File: config.mk
export PLATFORM = sky130hd
export DESIGN_NAME = gcm_top
export DESIGN_NICKNAME = d
export VERILOG_FILES = /design/src/rtl/gcm_pkg.sv /design/src/rtl/gcm_top.sv
export VERILOG_INCLUDE_DIRS = /design/src /design/src/rtl
export SDC_FILE = /design/constraint.sdc
export NUM_CORES = 1
export LEC_CHECK = 0
export ABC_CLOCK_PERIOD_IN_PS = 2400
export BUFFER_PORTS_ARGS = -buffer_cell sky130_fd_sc_hd__buf_4
export CORE_MARGIN = 1
export CORE_UTILIZATION = 45
export CTS_CLUSTER_SIZE = 12
export DETAILED_ROUTE_END_ITERATION = 6
export PLACE_DENSITY = 0.64
export SETUP_SLACK_MARGIN = 0.4
export SLEW_MARGIN = 15
export SYNTH_ARGS = -nofsm -noshare
export SYNTH_HDL_FRONTEND = slang
export SYNTH_SLANG_ARGS = --single-unit
File: constraint.sdc
create_clock -name clk -period 2.4 [get_ports clk]
set_clock_uncertainty 0.15 [all_clocks]
set_input_delay 0.24 -clock clk [delete_from_list [all_inputs] [get_ports clk]]
set_output_delay 0.24 -clock clk [all_outputs]
set_load 0.05 [all_outputs]
File: src/rtl/gcm_params.svh
// Offsets, field positions and reset values of the global configuration and clock monitor bank
`ifndef GCM_PARAMS_SVH
`define GCM_PARAMS_SVH

// Register offsets, compared against the low eight address bits
`define GCM_ADDR_GLOBAL_CFG 8'h00
`define GCM_ADDR_CLK_MON 8'h01
`define GCM_ADDR_IRQ_STATUS 8'h10
`define GCM_ADDR_IRQ_MASK 8'h11

// Address bit that selects test-mode space
`define GCM_TEST_SPACE_BIT 8

// Global configuration fields
`define GCM_CFG_PIN_OE 7
`define GCM_CFG_PIN_VALUE 6
`define GCM_CFG_INBAND_PAYLOAD 5
`define GCM_CFG_LOS_SOURCE 4
`define GCM_CFG_SIG_ONES 3
`define GCM_CFG_IDLE_CODE 2
`define GCM_CFG_TRUNK_COND 1
`define GCM_CFG_LINE_MODE 0
`define GCM_CFG_RESET 8'h80

// Clock monitor fields
`define GCM_MON_REF_CLK 4
`define GCM_MON_BP_TX_CLK 3
`define GCM_MON_TX_CLK 2
`define GCM_MON_BP_RX_CLK 1
`define GCM_MON_RX_CLK 0
`define GCM_MON_WIDTH 5
`define GCM_MON_RESET 5'h00

// Interrupt bank reset values
`define GCM_IRQ_STATUS_RESET 5'h00
`define GCM_IRQ_MASK_RESET 5'h00

// Line rates selected by the line mode bit, in kbit/s
`define GCM_E1_RATE_KBPS 2048
`define GCM_T1_RATE_KBPS 1544

`endif

File: src/rtl/gcm_pkg.sv
// Types shared by the global configuration and clock monitor bank
package gcm_pkg;

    typedef logic [8:0] gcm_addr_t;
    typedef logic [7:0] gcm_byte_t;
    typedef logic [4:0] gcm_mon_vec_t;

    typedef struct packed {
        gcm_byte_t cfg;
        gcm_mon_vec_t activity;
        gcm_mon_vec_t irq_status;
        gcm_mon_vec_t irq_mask;
        gcm_mon_vec_t mon_sync1;
        gcm_mon_vec_t mon_sync2;
        gcm_mon_vec_t mon_prev;
        logic pin_sync1;
        logic pin_sync2;
        gcm_byte_t rd_data;
        logic irq;
        logic inband_gate;
        logic ref_clock_select;
        logic sig_ones;
        logic idle_insert;
        logic trunk_cond;
    } gcm_state_t;

endpackage

File: src/rtl/gcm_top.sv
// Global configuration register and clock activity monitor with interrupt bank
//
// The address-and-strobe port is this design's own decision.
`timescale 1ns/10ps
`default_nettype none
`include "gcm_params.svh"

module gcm_top
(
    input wire logic clk,
    input wire logic rst_b,
    input wire logic ce,
    input wire gcm_pkg::gcm_addr_t addr,
    input wire gcm_pkg::gcm_byte_t wr_data,
    input wire logic wr_en,
    input wire logic rd_en,
    output logic [7:0] rd_data,
    output logic irq,
    input wire logic gp_pin_in,
    output logic gp_pin_out,
    output logic gp_pin_oe,
    input wire logic reference_clock_in,
    input wire logic backplane_tx_clock,
    input wire logic transmit_clock_in,
    input wire logic backplane_rx_clock,
    input wire logic receive_clock_in,
    input wire logic analog_los,
    input wire logic digital_los,
    input wire logic t1_framing_bit,
    input wire logic out_of_sig_multiframe,
    input wire logic out_of_frame,
    input wire logic rx_elastic_bypass,
    output logic line_mode_select,
    output logic inband_detect_gate,
    output logic ref_clock_select,
    output logic force_sig_ones,
    output logic idle_code_insert,
    output logic global_rx_trunk_condition
);
    import gcm_pkg::*;

    gcm_state_t st_reg;
    gcm_state_t st_next;
    gcm_mon_vec_t mon_vec;
    gcm_mon_vec_t edge_det;
    logic cfg_wr;
    logic mask_wr;
    logic status_wr;
    logic mon_rd;
    logic cfg_rd;
    logic status_rd;
    logic mask_rd;

    function automatic logic reg_hit(input gcm_addr_t a, input logic [7:0] offset);
        reg_hit = !a[`GCM_TEST_SPACE_BIT] && (a[7:0] == offset);
    endfunction

    function automatic gcm_byte_t cfg_readback(input gcm_byte_t cfg, input logic pin_level);
        cfg_readback = cfg;
        if (!cfg[`GCM_CFG_PIN_OE])
        begin
            cfg_readback[`GCM_CFG_PIN_VALUE] = pin_level;
        end
    endfunction

    // Bit order of the monitor register
    always_comb
    begin
        mon_vec = '0;
        mon_vec[`GCM_MON_REF_CLK] = reference_clock_in;
        mon_vec[`GCM_MON_BP_TX_CLK] = backplane_tx_clock;
        mon_vec[`GCM_MON_TX_CLK] = transmit_clock_in;
        mon_vec[`GCM_MON_BP_RX_CLK] = backplane_rx_clock;
        mon_vec[`GCM_MON_RX_CLK] = receive_clock_in;
    end

    // Edge found after the second sync stage only; monitored clocks must run slower than clk/2
    assign edge_det = st_reg.mon_sync2 & ~st_reg.mon_prev;

    assign cfg_wr = wr_en && reg_hit(addr, `GCM_ADDR_GLOBAL_CFG);
    assign mask_wr = wr_en && reg_hit(addr, `GCM_ADDR_IRQ_MASK);
    assign status_wr = wr_en && reg_hit(addr, `GCM_ADDR_IRQ_STATUS);
    assign mon_rd = rd_en && reg_hit(addr, `GCM_ADDR_CLK_MON);
    assign cfg_rd = rd_en && reg_hit(addr, `GCM_ADDR_GLOBAL_CFG);
    assign status_rd = rd_en && reg_hit(addr, `GCM_ADDR_IRQ_STATUS);
    assign mask_rd = rd_en && reg_hit(addr, `GCM_ADDR_IRQ_MASK);

    always_comb
    begin
        st_next = st_reg;
        if (ce)
        begin
            st_next.mon_sync1 = mon_vec;
            st_next.mon_sync2 = st_reg.mon_sync1;
            st_next.mon_prev = st_reg.mon_sync2;
            st_next.pin_sync1 = gp_pin_in;
            st_next.pin_sync2 = st_reg.pin_sync1;

            // Set wins over the read-clear so an edge in the read cycle survives
            st_next.activity = (mon_rd ? '0 : st_reg.activity) | edge_det;

            // Whole byte stored; writes to other offsets leave it unchanged, and monitor writes change nothing
            if (cfg_wr)
            begin
                st_next.cfg = wr_data;
            end
            if (mask_wr)
            begin
                st_next.irq_mask = wr_data[`GCM_MON_WIDTH-1:0];
            end
            st_next.irq_status = (st_reg.irq_status & ~(status_wr ? wr_data[`GCM_MON_WIDTH-1:0] : '0))
                | edge_det;
            st_next.irq = |(st_next.irq_status & st_next.irq_mask);

            // Read data stand for one cycle only; unused and unmapped bits read zero
            st_next.rd_data = '0;
            if (cfg_rd)
            begin
                st_next.rd_data = cfg_readback(st_reg.cfg, st_reg.pin_sync2);
            end
            else if (mon_rd)
            begin
                st_next.rd_data = {3'h0, st_reg.activity};
            end
            else if (status_rd)
            begin
                st_next.rd_data = {3'h0, st_reg.irq_status};
            end
            else if (mask_rd)
            begin
                st_next.rd_data = {3'h0, st_reg.irq_mask};
            end

            // Control outputs follow the configuration one cycle late
            st_next.inband_gate = !st_reg.cfg[`GCM_CFG_LINE_MODE]
                && st_reg.cfg[`GCM_CFG_INBAND_PAYLOAD] && t1_framing_bit;
            st_next.ref_clock_select = st_reg.cfg[`GCM_CFG_LOS_SOURCE] ? digital_los : analog_los;
            st_next.sig_ones = st_reg.cfg[`GCM_CFG_LINE_MODE]
                && st_reg.cfg[`GCM_CFG_SIG_ONES] && out_of_sig_multiframe;
            st_next.idle_insert = st_reg.cfg[`GCM_CFG_IDLE_CODE]
                && !rx_elastic_bypass && out_of_frame;
            st_next.trunk_cond = st_reg.cfg[`GCM_CFG_TRUNK_COND];
        end
    end

    always_ff @(posedge clk or negedge rst_b)
    begin
        if (!rst_b)
        begin
            st_reg <= '0;
            st_reg.cfg <= `GCM_CFG_RESET;
            st_reg.activity <= `GCM_MON_RESET;
            st_reg.irq_status <= `GCM_IRQ_STATUS_RESET;
            st_reg.irq_mask <= `GCM_IRQ_MASK_RESET;
        end
        else
        begin
            st_reg <= st_next;
        end
    end

    assign rd_data = st_reg.rd_data;
    assign irq = st_reg.irq;
    assign gp_pin_out = st_reg.cfg[`GCM_CFG_PIN_VALUE];
    assign gp_pin_oe = st_reg.cfg[`GCM_CFG_PIN_OE];
    assign line_mode_select = st_reg.cfg[`GCM_CFG_LINE_MODE];
    assign inband_detect_gate = st_reg.inband_gate;
    assign ref_clock_select = st_reg.ref_clock_select;
    assign force_sig_ones = st_reg.sig_ones;
    assign idle_code_insert = st_reg.idle_insert;
    assign global_rx_trunk_condition = st_reg.trunk_cond;
endmodule
`default_nettype wire

Yosys cells after proc, flatten, opt, wreduce, memory -nomap -nowiden --
Cells that the tools add are included.
Storage, ports and cells: word-level logic and storage cells 59, register bits 54, output and inout bits 17, bits of input ports 34
Cells by class: reductions and logical operators 23, equality and inequality tests 3, bitwise operators 7, mux-type cells 10
Operators with widths (count):
- $mux W5 | 7
- $logic_and A1 B1 Y1 | 17
- $eq A8 B5 Y1 const B | 2
- $and A5 B5 Y5 | 3
- $not A5 Y5 | 2
- $or A5 B5 Y5 | 2
- $eq A8 B1 Y1 const B | 1
- $logic_not A8 Y1 | 1
- $mux W8 | 1
- $reduce_or A5 Y1 | 1
- $logic_not A1 Y1 | 3
- $mux W1 | 2
- $reduce_and A2 Y1 | 1

Depth between registers and ports, before layout --
Gate-level depths: netlist (run 1).
depth after elaboration 9, depth in mapped cells 5, depth with buffers taken out 5

Least setup slack after synthesis (run 1) --
OpenSTA, ideal clock, no wires.
path type input to register, start input port addr[1], end register st_reg, in the netlist gp_pin_out, library setup time 127 ps, setup slack 600 ps, arrival 1523 ps, path buffers 1, stages 5, required time 2123 ps, cells stage by stage or4_4 nor2_1 and4_1 buf_4 mux2_1
Between the ends: cells in the longest elaborated chain, start to end 4
RTL lines:
- start: declaration | line gcm_top.sv:13 | input wire gcm_pkg::gcm_addr_t addr,
- $logic_not A8 Y1 | line gcm_top.sv:55 | reg_hit = !a[`GCM_TEST_SPACE_BIT] && (a[7:0] == offset);
- $logic_and A1 B1 Y1 | line gcm_top.sv:55
- $logic_and A1 B1 Y1 | line gcm_top.sv:80 | assign cfg_wr = wr_en && reg_hit(addr, `GCM_ADDR_GLOBAL_CFG);
- $reduce_and A2 Y1 (no line)
- end signal: assignment | line gcm_top.sv:158 | st_reg <= st_next;
- end: declaration | line gcm_top.sv:42 | gcm_state_t st_reg;
Every way passes these cells. A chain may end at the register's enable or synchronous reset.

Worst setup path in the final report (run 1) --
Same ends and word-level chain as after synthesis.

==> results of run 1 <==
[cell families (layout without fill, tap and decap cells)]
family                 Yosys count  count (layout)  share of synthesized area
DFF                             54              54                      0.530
and+or+nand+nor                 49              49                      0.134
AOI/OAI and AO/OA               43              43                      0.122
muxes                           36              36                      0.165
buffers and inverters           24              76                     0.0490
[routing by layer]
layer / wire, um / up-vias / share of wire / GRT usage
met5: 0 / - / 0 / 0
met4: 69 / 0 / 0.014 / 0.0566
met2: 2390 / 37 / 0.48 / 0.306
met1: 2350 / 844 / 0.47 / 0.229
met3: 186 / 9 / 0.037 / 0.0345
li1: - / 846 / - / -
[power breakdown]
group          switching (mW)  internal, mW  leakage, nW
sequential             0.0323         0.966        0.648
clock                   0.298         0.313       0.0585
combinational           0.130         0.119        0.695
total                   0.460          1.40         1.40
[area by class of cell]
cell class / instances / area, um2 / share of cell area
flip-flops and latches: 54 / 1350 / 0.432
multi-input cells: 128 / 1070 / 0.343
repair buffers: 60 / 470 / 0.150
well taps: 72 / 90.1 / 0.0288
clock buffers: 5 / 68.8 / 0.0220
clock inverters: 3 / 43.8 / 0.0140
inverters: 8 / 30.0 / 0.00959
[path summary, 6_finish.rpt]
| path | from | end | slack [ns] | cells after the start |
|---|---|---|---|---|
| max in group asynchronous | rst_b | st_reg[30] | 1.29 | 2 |
| min in group asynchronous | rst_b | rd_data[0] | 0.36 | 2 |
| min | wr_data[7] | gp_pin_oe | 0.006 | 2 |
| min reg2reg | st_reg[28] | st_reg[28] | 0.34 | 1 |
| max | addr[1] | gp_pin_out | 0.60 | 5 |
| max reg2reg | st_reg[23] | irq | 0.81 | 4 |
[synthesized netlist by cell type (3+ instances only)]
cell      count
mux2_2       13
a21o_1        8
a31oi_1       5
clkbuf_1      6
inv_1         6
and2_1        4
dfrtp_1      53
mux2_4        5
nor2_1       11
a21boi_0      3
nand2_1       7
buf_4         9
a22o_1        3
o21ai_1       5
a22oi_1      10
o21ai_0       3
nor2b_1       5
mux2_1       16
[timing repair]
| item | in CTS | in global routing |
|---|---|---|
| hold buffers | 8 | 0 |
| resized for setup | 0 | 0 |
| hold endpoints to repair | 60 | 0 |
[worst reg2reg max path: cells and delay by family, from the launching register on]
kind / cells / cell delay [ns]
DFF: 1 / 0.36
AOI/OAI and AO/OA: 2 / 0.50
and+or+nand+nor: 2 / 0.50
==> impl_metrics.py, run 1 <==
metrics = {
    "detailed_routing": {
        "drcViolationCount": 0,
        "first_iter_violations": 56,
        "routed_wirelength_um": 5000,
        "vias": 1736,
        "via_per_inst": 5.26,
        "dr.pass1.iters": 4,
        "wl_per_cell_um": 15.1,
        "detail-route-antenna-nets": 0,
    },
    "pwr": {
        "p_leak_nw": 1.40,
        "power_mw": 1.86,
        "peakVddDrop_uv": 360,
        "power_per_cell_area_nw_per_um2": 594,
    },
    "hold_path": {
        "hp-class": "primary input to flop",
    },
    "critical_path": {
        "crit_type": "primary input to flop",
        "cp_max_fo": 8,
        "end_kind": "flop",
        "arrival_ns": 1.84,
        "slowest_delay_ns": 0.57,
        "cp.required_ns": 2.44,
        "crit_path_cell_trace": "buf_4 -> or4_4 -> nor2_1 -> and4_1 -> mux2_1",
        "cp-start-kind": "primary input",
        "crit_buf_inv": 1,
        "crit_path_top_delay_cell": "or4_4",
        "crit_family": "simple AND/OR/NAND/NOR gates",
    },
    "clocking": {
        "htreeDepth": 2,
        "max-clock-path-buffers": 2,
        "numCtsBuffers": 5,
        "clock_latency_ns": 0.31,
        "cts_tree": "yes",
        "clk_pin_slew_worst_paths_ns": 0.09,
        "postCtsSetupBuffers": 0,
        "cts_root_buf": "clkbuf_8",
        "clock_sinks": 54,
    },
    "yosys": {
        "ys_seq_area_frac": 0.530,
        "postSynthAreaPerCell_um2": 12.4,
        "synth_area_um2": 2550,
        "synth_top_area_share": 0.520,
        "async_flop_share": 1.00,
        "synth_warnings": 0,
        "ys_types": 44,
        "syn_inst": 206,
        "synth-seq-cells": 54,
        "netlist_top_cells_area": "dfrtp_1 (52%), mux2_1 (7.1%), mux2_2 (5.7%), a22oi_1 (2.9%), mux2_4 (2.9%)",
        "synth-edff-count": 0,
        "synth_flop_cell": "dfrtp_1",
        "yosysTopAreaCell": "dfrtp_1",
        "synth_nets": 240,
    },
    "final_layout": {
        "final_cell_mix": "dfrtp_1 (53), buf_4 (52), mux2_1 (16)",
        "antennaDiodeCount": 0,
        "fin_nets": 291,
        "largest_reg_flops": 37,
        "n_fill_cell": 484,
        "instances_no_fill": 330,
        "drive_gt1_frac": 0.357,
        "fin_util": 0.572,
        "final_area_um2": 3130,
        "final_common_cell": "dfrtp_1",
        "area.growth.synth_to_final_pct": 22.6,
    },
    "timing": {
        "worstMarginPinSlew_ns": 0.671,
        "setup_ws_ns": 0.602,
        "hold_ws_ns": 0.00552,
        "hold_viol": 0,
        "maxSlewViolCount": 0,
        "max_freq_mhz": 556,
        "min_period_ns": 1.80,
        "setup_viol": 0,
        "rsz0062_at_grt": "no",
        "relSlewSlack": 0.553,
        "setup_tns_ns": 0,
        "period_share": 0.749,
    },
    "floorplanning": {
        "dieArea_um2": 5980,
        "dieWidth_um": 77.3,
        "coreArea_um2": 5470,
        "rows": 27,
        "start_util": 0.466,
        "ios": 51,
        "die_y_um": 77.3,
    },
    "placed_design": {
        "hpwlAfterDp_um": 3580,
        "placedCellCount": 314,
        "pre_cts_ws_ns": 0.254,
        "place_area_um2": 2940,
        "gp_congestion": 0.745,
        "numPortBuffers": 50,
    },
    "global_routing": {
        "grt_pass1_vias": 1804,
        "grt_max_degree": 55,
        "grt_use_total": 0.180,
        "grt_pass1_wl_um": 8400,
        "grt_antenna_before_repair": 0,
        "grt_overflow": 0,
    },
    "flow_run": {
        "drv_cap": 0,
    },
    "run_status": {
        "status": "finished clean",
    },
}
(Power assumes the default switching activity.)
==> run 2: changes to the inputs <==
--- a/config.mk
+++ b/config.mk
@@ -6,13 +6,14 @@
 export SDC_FILE = /design/constraint.sdc
 export NUM_CORES = 1
 export LEC_CHECK = 0
-export ABC_CLOCK_PERIOD_IN_PS = 2400
+export ABC_AREA = 1
+export ABC_CLOCK_PERIOD_IN_PS = 1600
 export BUFFER_PORTS_ARGS = -buffer_cell sky130_fd_sc_hd__buf_4
 export CORE_MARGIN = 1
 export CORE_UTILIZATION = 45
 export CTS_CLUSTER_SIZE = 12
 export DETAILED_ROUTE_END_ITERATION = 6
-export PLACE_DENSITY = 0.64
+export PLACE_DENSITY = 0.67
 export SETUP_SLACK_MARGIN = 0.4
 export SLEW_MARGIN = 15
 export SYNTH_ARGS = -nofsm -noshare
==> constraint.sdc (replaced) <==
create_clock -name clk -period 1.6 [get_ports clk]
set_clock_uncertainty 0.15 [all_clocks]
set_input_delay 0.16 -clock clk [delete_from_list [all_inputs] [get_ports clk]]
set_output_delay 0.16 -clock clk [all_outputs]
set_load 0.05 [all_outputs]
==> run 2 against run 1 <==
Net effect: first-iteration DRC count grew to 2.6 times the previous value; worst setup slack lost 0.33 ns; die area grew 2.6%; cell area grew 14%; sequential share of layout area shrank 5.3 points; non-clock buffer count grew 27; register-to-register slack lost 0.42 ns; largest cell class unchanged.
==> impl_metrics.py, run 2 <==
metrics = {
    "run_status": {
        "status": "finished clean",
    },
    "critical_path": {
        "arrival_ns": 1.02,
        "crit_path_top_delay_cell": "dfstp_2",
        "crit_family": "flip-flops",
        "cp.required_ns": 1.29,
        "crit_type": "flop to output pin",
        "end_kind": "output pin",
        "crit_buf_inv": 1,
        "cp_max_fo": 2,
        "slowest_delay_ns": 0.56,
        "crit_path_cell_trace": "buf_8",
        "cp-start-kind": "flop",
    },
    "global_routing": {
        "grt_antenna_before_repair": 0,
        "grt_pass1_vias": 2236,
        "grt_max_degree": 55,
        "grt_pass1_wl_um": 10300,
        "grt_use_total": 0.217,
        "grt_overflow": 0,
    },
    "yosys": {
        "synth_warnings": 0,
        "synth_nets": 349,
        "synth-edff-count": 0,
        "synth-seq-cells": 54,
        "synth.most_common_cell": "nand2_1",
        "syn_inst": 315,
        "synth_top_area_share": 0.506,
        "yosysTopAreaCell": "dfrtp_1",
        "async_flop_share": 1.00,
        "synth_flop_cell": "dfrtp_1",
        "ys_seq_area_frac": 0.516,
        "postSynthAreaPerCell_um2": 8.32,
        "synth.top_cells.by_count": "nand2_1 (111), dfrtp_1 (53), o21ai_0 (32)",
        "netlist_top_cells_area": "dfrtp_1 (51%), nand2_1 (16%), o21ai_0 (6.1%), inv_1 (4.0%), buf_4 (2.9%)",
        "synth_area_um2": 2620,
        "ys_types": 29,
    },
    "clocking": {
        "cts_root_buf": "clkbuf_8",
        "clk_pin_slew_worst_paths_ns": 0.09,
        "cts_tree": "yes",
        "clock_sinks": 54,
        "numCtsBuffers": 5,
        "max-clock-path-buffers": 2,
        "htreeDepth": 2,
        "clock_latency_ns": 0.31,
    },
    "timing": {
        "period_share": 0.830,
        "maxSlewViolCount": 0,
        "max_freq_mhz": 753,
        "rsz0062_at_grt": "yes",
        "hold_viol": 0,
        "relSlewSlack": 0.554,
        "setup_tns_ns": 0,
        "setup_viol": 0,
        "worstMarginPinSlew_ns": 0.669,
        "min_period_ns": 1.33,
        "hold_ws_ns": 0.0104,
    },
    "placed_design": {
        "numPortBuffers": 50,
        "hpwlAfterDp_um": 4090,
        "gp_congestion": 0.869,
    },
    "floorplanning": {
        "ios": 51,
        "dieWidth_um": 78.3,
        "rows": 27,
        "start_util": 0.470,
        "coreArea_um2": 5570,
        "die_y_um": 78.3,
        "dieArea_um2": 6130,
    },
    "detailed_routing": {
        "routed_wirelength_um": 6210,
        "detail-route-antenna-nets": 0,
        "via_per_inst": 4.94,
        "drcViolationCount": 0,
        "first_iter_violations": 145,
        "vias": 2294,
        "dr.pass1.iters": 4,
        "wl_per_cell_um": 13.4,
    },
    "final_layout": {
        "area.growth.synth_to_final_pct": 36.1,
        "antennaDiodeCount": 0,
        "multi_input_area_um2": 1140,
        "drive_gt1_frac": 0.301,
        "final_cell_mix": "nand2_1 (104), dfrtp_1 (53), buf_4 (49)",
        "largest_reg_flops": 37,
        "n_fill_cell": 499,
        "fin_nets": 425,
        "seq_area_um2": 1350,
        "final_common_cell": "nand2_1",
    },
    "hold_path": {
        "hp-class": "primary input to flop",
    },
    "flow_run": {
        "drv_cap": 0,
    },
    "pwr": {
        "power_frac_seq": 0.552,
        "p_leak_nw": 1.81,
        "power.share.clock": 0.272,
        "p_switching_uw": 783,
        "intPower_mw": 1.98,
        "p_sw_frac": 0.284,
        "peakVddDrop_uv": 525,
        "comb_power_share": 0.176,
        "power_per_cell_area_nw_per_um2": 773,
    },
}
==> run 2: metrics by stage <==
stage / instance area [um2] / power [mW] / setup slack [ns] / utilization / instances
after global placement: 3060 / 1.94 / 0.0701 / 0.550 / 426
after global routing: 3570 / 2.90 / 0.244 / 0.640 / 464
final: 3570 / 2.76 / 0.272 / 0.640 / 464
after CTS: 3390 / 2.75 / 0.262 / 0.609 / 453
after detailed placement: 3060 / 1.96 / 0.0598 / 0.550 / 426
after floorplan: 2640 / 1.78 / 0.333 / - / 315
==> run 2: final cells by class <==
class,instances,share of cell area
clock inverters,1,0.00211
repair buffers,87,0.221
flip-flops and latches,54,0.379
inverters,29,0.0319
well taps,72,0.0253
multi-input cells,214,0.319
clock buffers,7,0.0214
==> run 2: cells by family (layout without fill, tap and decap cells) <==
kind of cell	after synthesis	count (layout)	share of synthesized area
AO/OA/AOI/OAI	58	58	0.124
flip-flops	54	54	0.516
AND/OR/NAND/NOR	152	154	0.266
multiplexers	2	2	0.00860
buffers and inverters	49	124	0.0860
==> run 2: path summary, 6_finish.rpt <==
check / start / to / slack, ns / cells past startpoint
min in group asynchronous: rst_b / force_sig_ones / 0.28 / 2
max in group asynchronous: rst_b / irq / 0.58 / 2
max reg2reg: gp_pin_oe / rd_data[6] / 0.39 / 4
min reg2reg: st_reg[30] / st_reg[30] / 0.33 / 2
max: gp_pin_oe / gp_pin_oe / 0.27 / 1
min: wr_data[0] / line_mode_select / 0.01 / 3
==> run 2: timing repair <==
action | 4_1_cts | 5_1_grt
hold buffers | 15 | 0
resized for setup | 19 | 28
buffers inserted | 4 | 9
pin swaps | 6 | 23
setup endpoints to repair | 15 | 23
gates cloned | 0 | 2
hold endpoints to repair | 66 | 0
==> run 2: layer usage <==
metal / routed length, um / track usage / vias to the layer above / share of wire
li1: - / - / 1157 / -
met1: 2930 / 0.304 / 1064 / 0.47
met2: 2910 / 0.345 / 66 / 0.47
met3: 313 / 0.0372 / 7 / 0.050
met4: 60 / 0.0648 / 0 / 0.0097
met5: 0 / 0 / - / 0
==> run 2: worst reg2reg max path: cells and delay by family, from the launching register on <==
kind | cells | cell delay, ns
compound gates | 2 | 0.24
buf+inv | 2 | 0.15
flops | 1 | 0.56
==> run 2: power groups by stage <==
stage               combinational, mW  sequential, mW  clock [mW]
global route                    0.546            1.53       0.819
CTS                             0.460            1.52       0.770
detailed placement              0.413            1.54           0
floorplan                       0.222            1.56           0
finish                          0.485            1.52       0.750
global placement                0.403            1.54           0
==> run 3: changes to the inputs <==
--- a/config.mk
+++ b/config.mk
@@ -7,7 +7,7 @@
 export NUM_CORES = 1
 export LEC_CHECK = 0
 export ABC_AREA = 1
-export ABC_CLOCK_PERIOD_IN_PS = 1600
+export ABC_CLOCK_PERIOD_IN_PS = 1200
 export BUFFER_PORTS_ARGS = -buffer_cell sky130_fd_sc_hd__buf_4
 export CORE_MARGIN = 1
 export CORE_UTILIZATION = 45
==> constraint.sdc (replaced) <==
create_clock -name clk -period 1.2 [get_ports clk]
set_clock_uncertainty 0.15 [all_clocks]
set_input_delay 0.12 -clock clk [delete_from_list [all_inputs] [get_ports clk]]
set_output_delay 0.12 -clock clk [all_outputs]
set_load 0.05 [all_outputs]
==> run 3 against run 2 <==
Net effect: the run now ends with negative hold slack, negative setup slack left; via count grew 7.8%; final cell count grew 1.9%; sequential cell count is the same.
==> impl_metrics.py, run 3 (same netlist as run 2, synthesis figures left out) <==
metrics = {
    "detailed_routing": {
        "wl_per_cell_um": 15.0,
        "drcViolationCount": 0,
        "detail-route-antenna-nets": 0,
        "first_iter_violations": 158,
        "vias": 2472,
        "via_per_inst": 5.23,
        "routed_wirelength_um": 7110,
        "dr.pass1.iters": 4,
    },
    "clocking": {
        "numCtsBuffers": 5,
        "cts_root_buf": "clkbuf_8",
        "clock_latency_ns": 0.31,
        "clock_sinks": 54,
        "htreeDepth": 2,
        "cts_tree": "yes",
        "clk_pin_slew_worst_paths_ns": 0.10,
        "max-clock-path-buffers": 2,
    },
    "run_status": {
        "failed_checks": "negative hold slack, negative setup slack",
        "status": "finished with violations",
    },
    "floorplanning": {
        "coreArea_um2": 5570,
        "ios": 51,
        "start_util": 0.470,
        "dieArea_um2": 6130,
        "dieWidth_um": 78.3,
        "rows": 27,
        "die_y_um": 78.3,
    },
    "timing": {
        "relSlewSlack": 0.789,
        "maxSlewViolCount": 0,
        "setup_ws_ns": -0.0795,
        "max_freq_mhz": 782,
        "setup_tns_ns": -0.152,
        "worstMarginPinSlew_ns": 0.317,
        "min_period_ns": 1.28,
        "rsz0062_at_grt": "yes",
        "period_share": 1.07,
        "hold_ws_ns": -0.456,
        "setup_viol": 3,
        "hold_viol": 72,
    },
    "critical_path": {
        "arrival_ns": 1.01,
        "cp_max_fo": 2,
        "slowest_delay_ns": 0.56,
        "crit_path_top_delay_cell": "dfstp_2",
        "timing.rr.end": "irq",
        "cp-start-kind": "flop",
        "crit_path_cell_trace": "buf_8",
        "crit_buf_inv": 1,
        "rrSetupSlack_ns": -0.02,
        "crit_family": "flip-flops",
        "cp.required_ns": 0.93,
        "reg2reg_depth": 8,
        "crit_type": "flop to output pin",
        "r2r-start": "st_reg[25]",
        "cp-startpoint": "gp_pin_oe",
        "end_kind": "output pin",
    },
    "final_layout": {
        "final_cell_mix": "nand2_1 (83), buf_4 (46), dfrtp_1 (45)",
        "final_common_cell": "nand2_1",
        "largest_reg_flops": 37,
        "n_fill_cell": 413,
        "drive_gt1_frac": 0.509,
        "antennaDiodeCount": 0,
        "seq_area_um2": 1360,
        "multi_input_area_um2": 1400,
        "fin_util": 0.736,
        "fin_nets": 434,
        "area.growth.synth_to_final_pct": 56.7,
    },
    "pwr": {
        "peakVddDrop_uv": 905,
        "p_leak_nw": 2.00,
        "power_per_cell_area_nw_per_um2": 995,
        "power_mw": 4.08,
    },
    "flow_run": {
        "drv_cap": 0,
    },
    "global_routing": {
        "grt_max_degree": 26,
        "grt_overflow": 0,
        "grt_antenna_before_repair": 0,
        "grt_use_total": 0.232,
        "grt_pass1_wl_um": 11000,
        "grt_pass1_vias": 2379,
    },
    "placed_design": {
        "hpwlAfterDp_um": 4220,
        "numPortBuffers": 50,
        "gp_congestion": 0.875,
    },
    "hold_path": {
        "hp-class": "primary input to async pin",
    },
}
[run 3: per-stage QoR]
| stage | instances | setup WS [ns] | area, um2 |
|---|---|---|---|
| 6_report | 473 | -0.0795 | 4110 |
| 3_3_place_gp | 432 | -0.281 | 3190 |
| 4_1_cts | 458 | -0.0934 | 3820 |
| 5_1_grt | 473 | -0.106 | 4110 |
| 3_5_place_dp | 432 | -0.282 | 3190 |
| 2_1_floorplan | 315 | -0.0426 | 2760 |
[run 3: worst max-delay path by stage]
stage,to,depth (start not counted)
floorplan,rd_data[6],3
global placement,rd_data[2],8
detailed placement,irq,11
CTS,gp_pin_oe,1
global route,gp_pin_oe,1
finish,gp_pin_oe,1
[run 3: area by class of cell]
type / instances / area share
Clock buffer: 6 / 0.0177
Inverter: 29 / 0.0293
Clock inverter: 2 / 0.00914
Sequential cell: 54 / 0.332
Timing Repair Buffer: 96 / 0.250
Tap cell: 72 / 0.0219
Multi-Input combinational cell: 214 / 0.340
[run 3: where the power goes]
part | total [mW] | switching [mW] | internal (mW)
Clock | 1.21 | 0.582 | 0.623
Sequential | 2.04 | 0.0962 | 1.95
Combinational | 0.836 | 0.452 | 0.384
Total | 4.08 | 1.13 | 2.95
[run 3: timing repair]
item                       4_1_cts  5_1_grt
buffers inserted                17       14
setup endpoints to repair       59       67
hold endpoints to repair        73       73
cloned                           1        1
gates resized for setup        115       41
pin swaps                       38       29
[run 3: per-layer routing]
layer  up-vias  GRT usage  share of wire
met5         -          0              0
met4         0     0.0741          0.020
met3        19     0.0442          0.040
met2        71      0.382           0.50
met1      1208      0.308           0.44
li1       1174          -              -
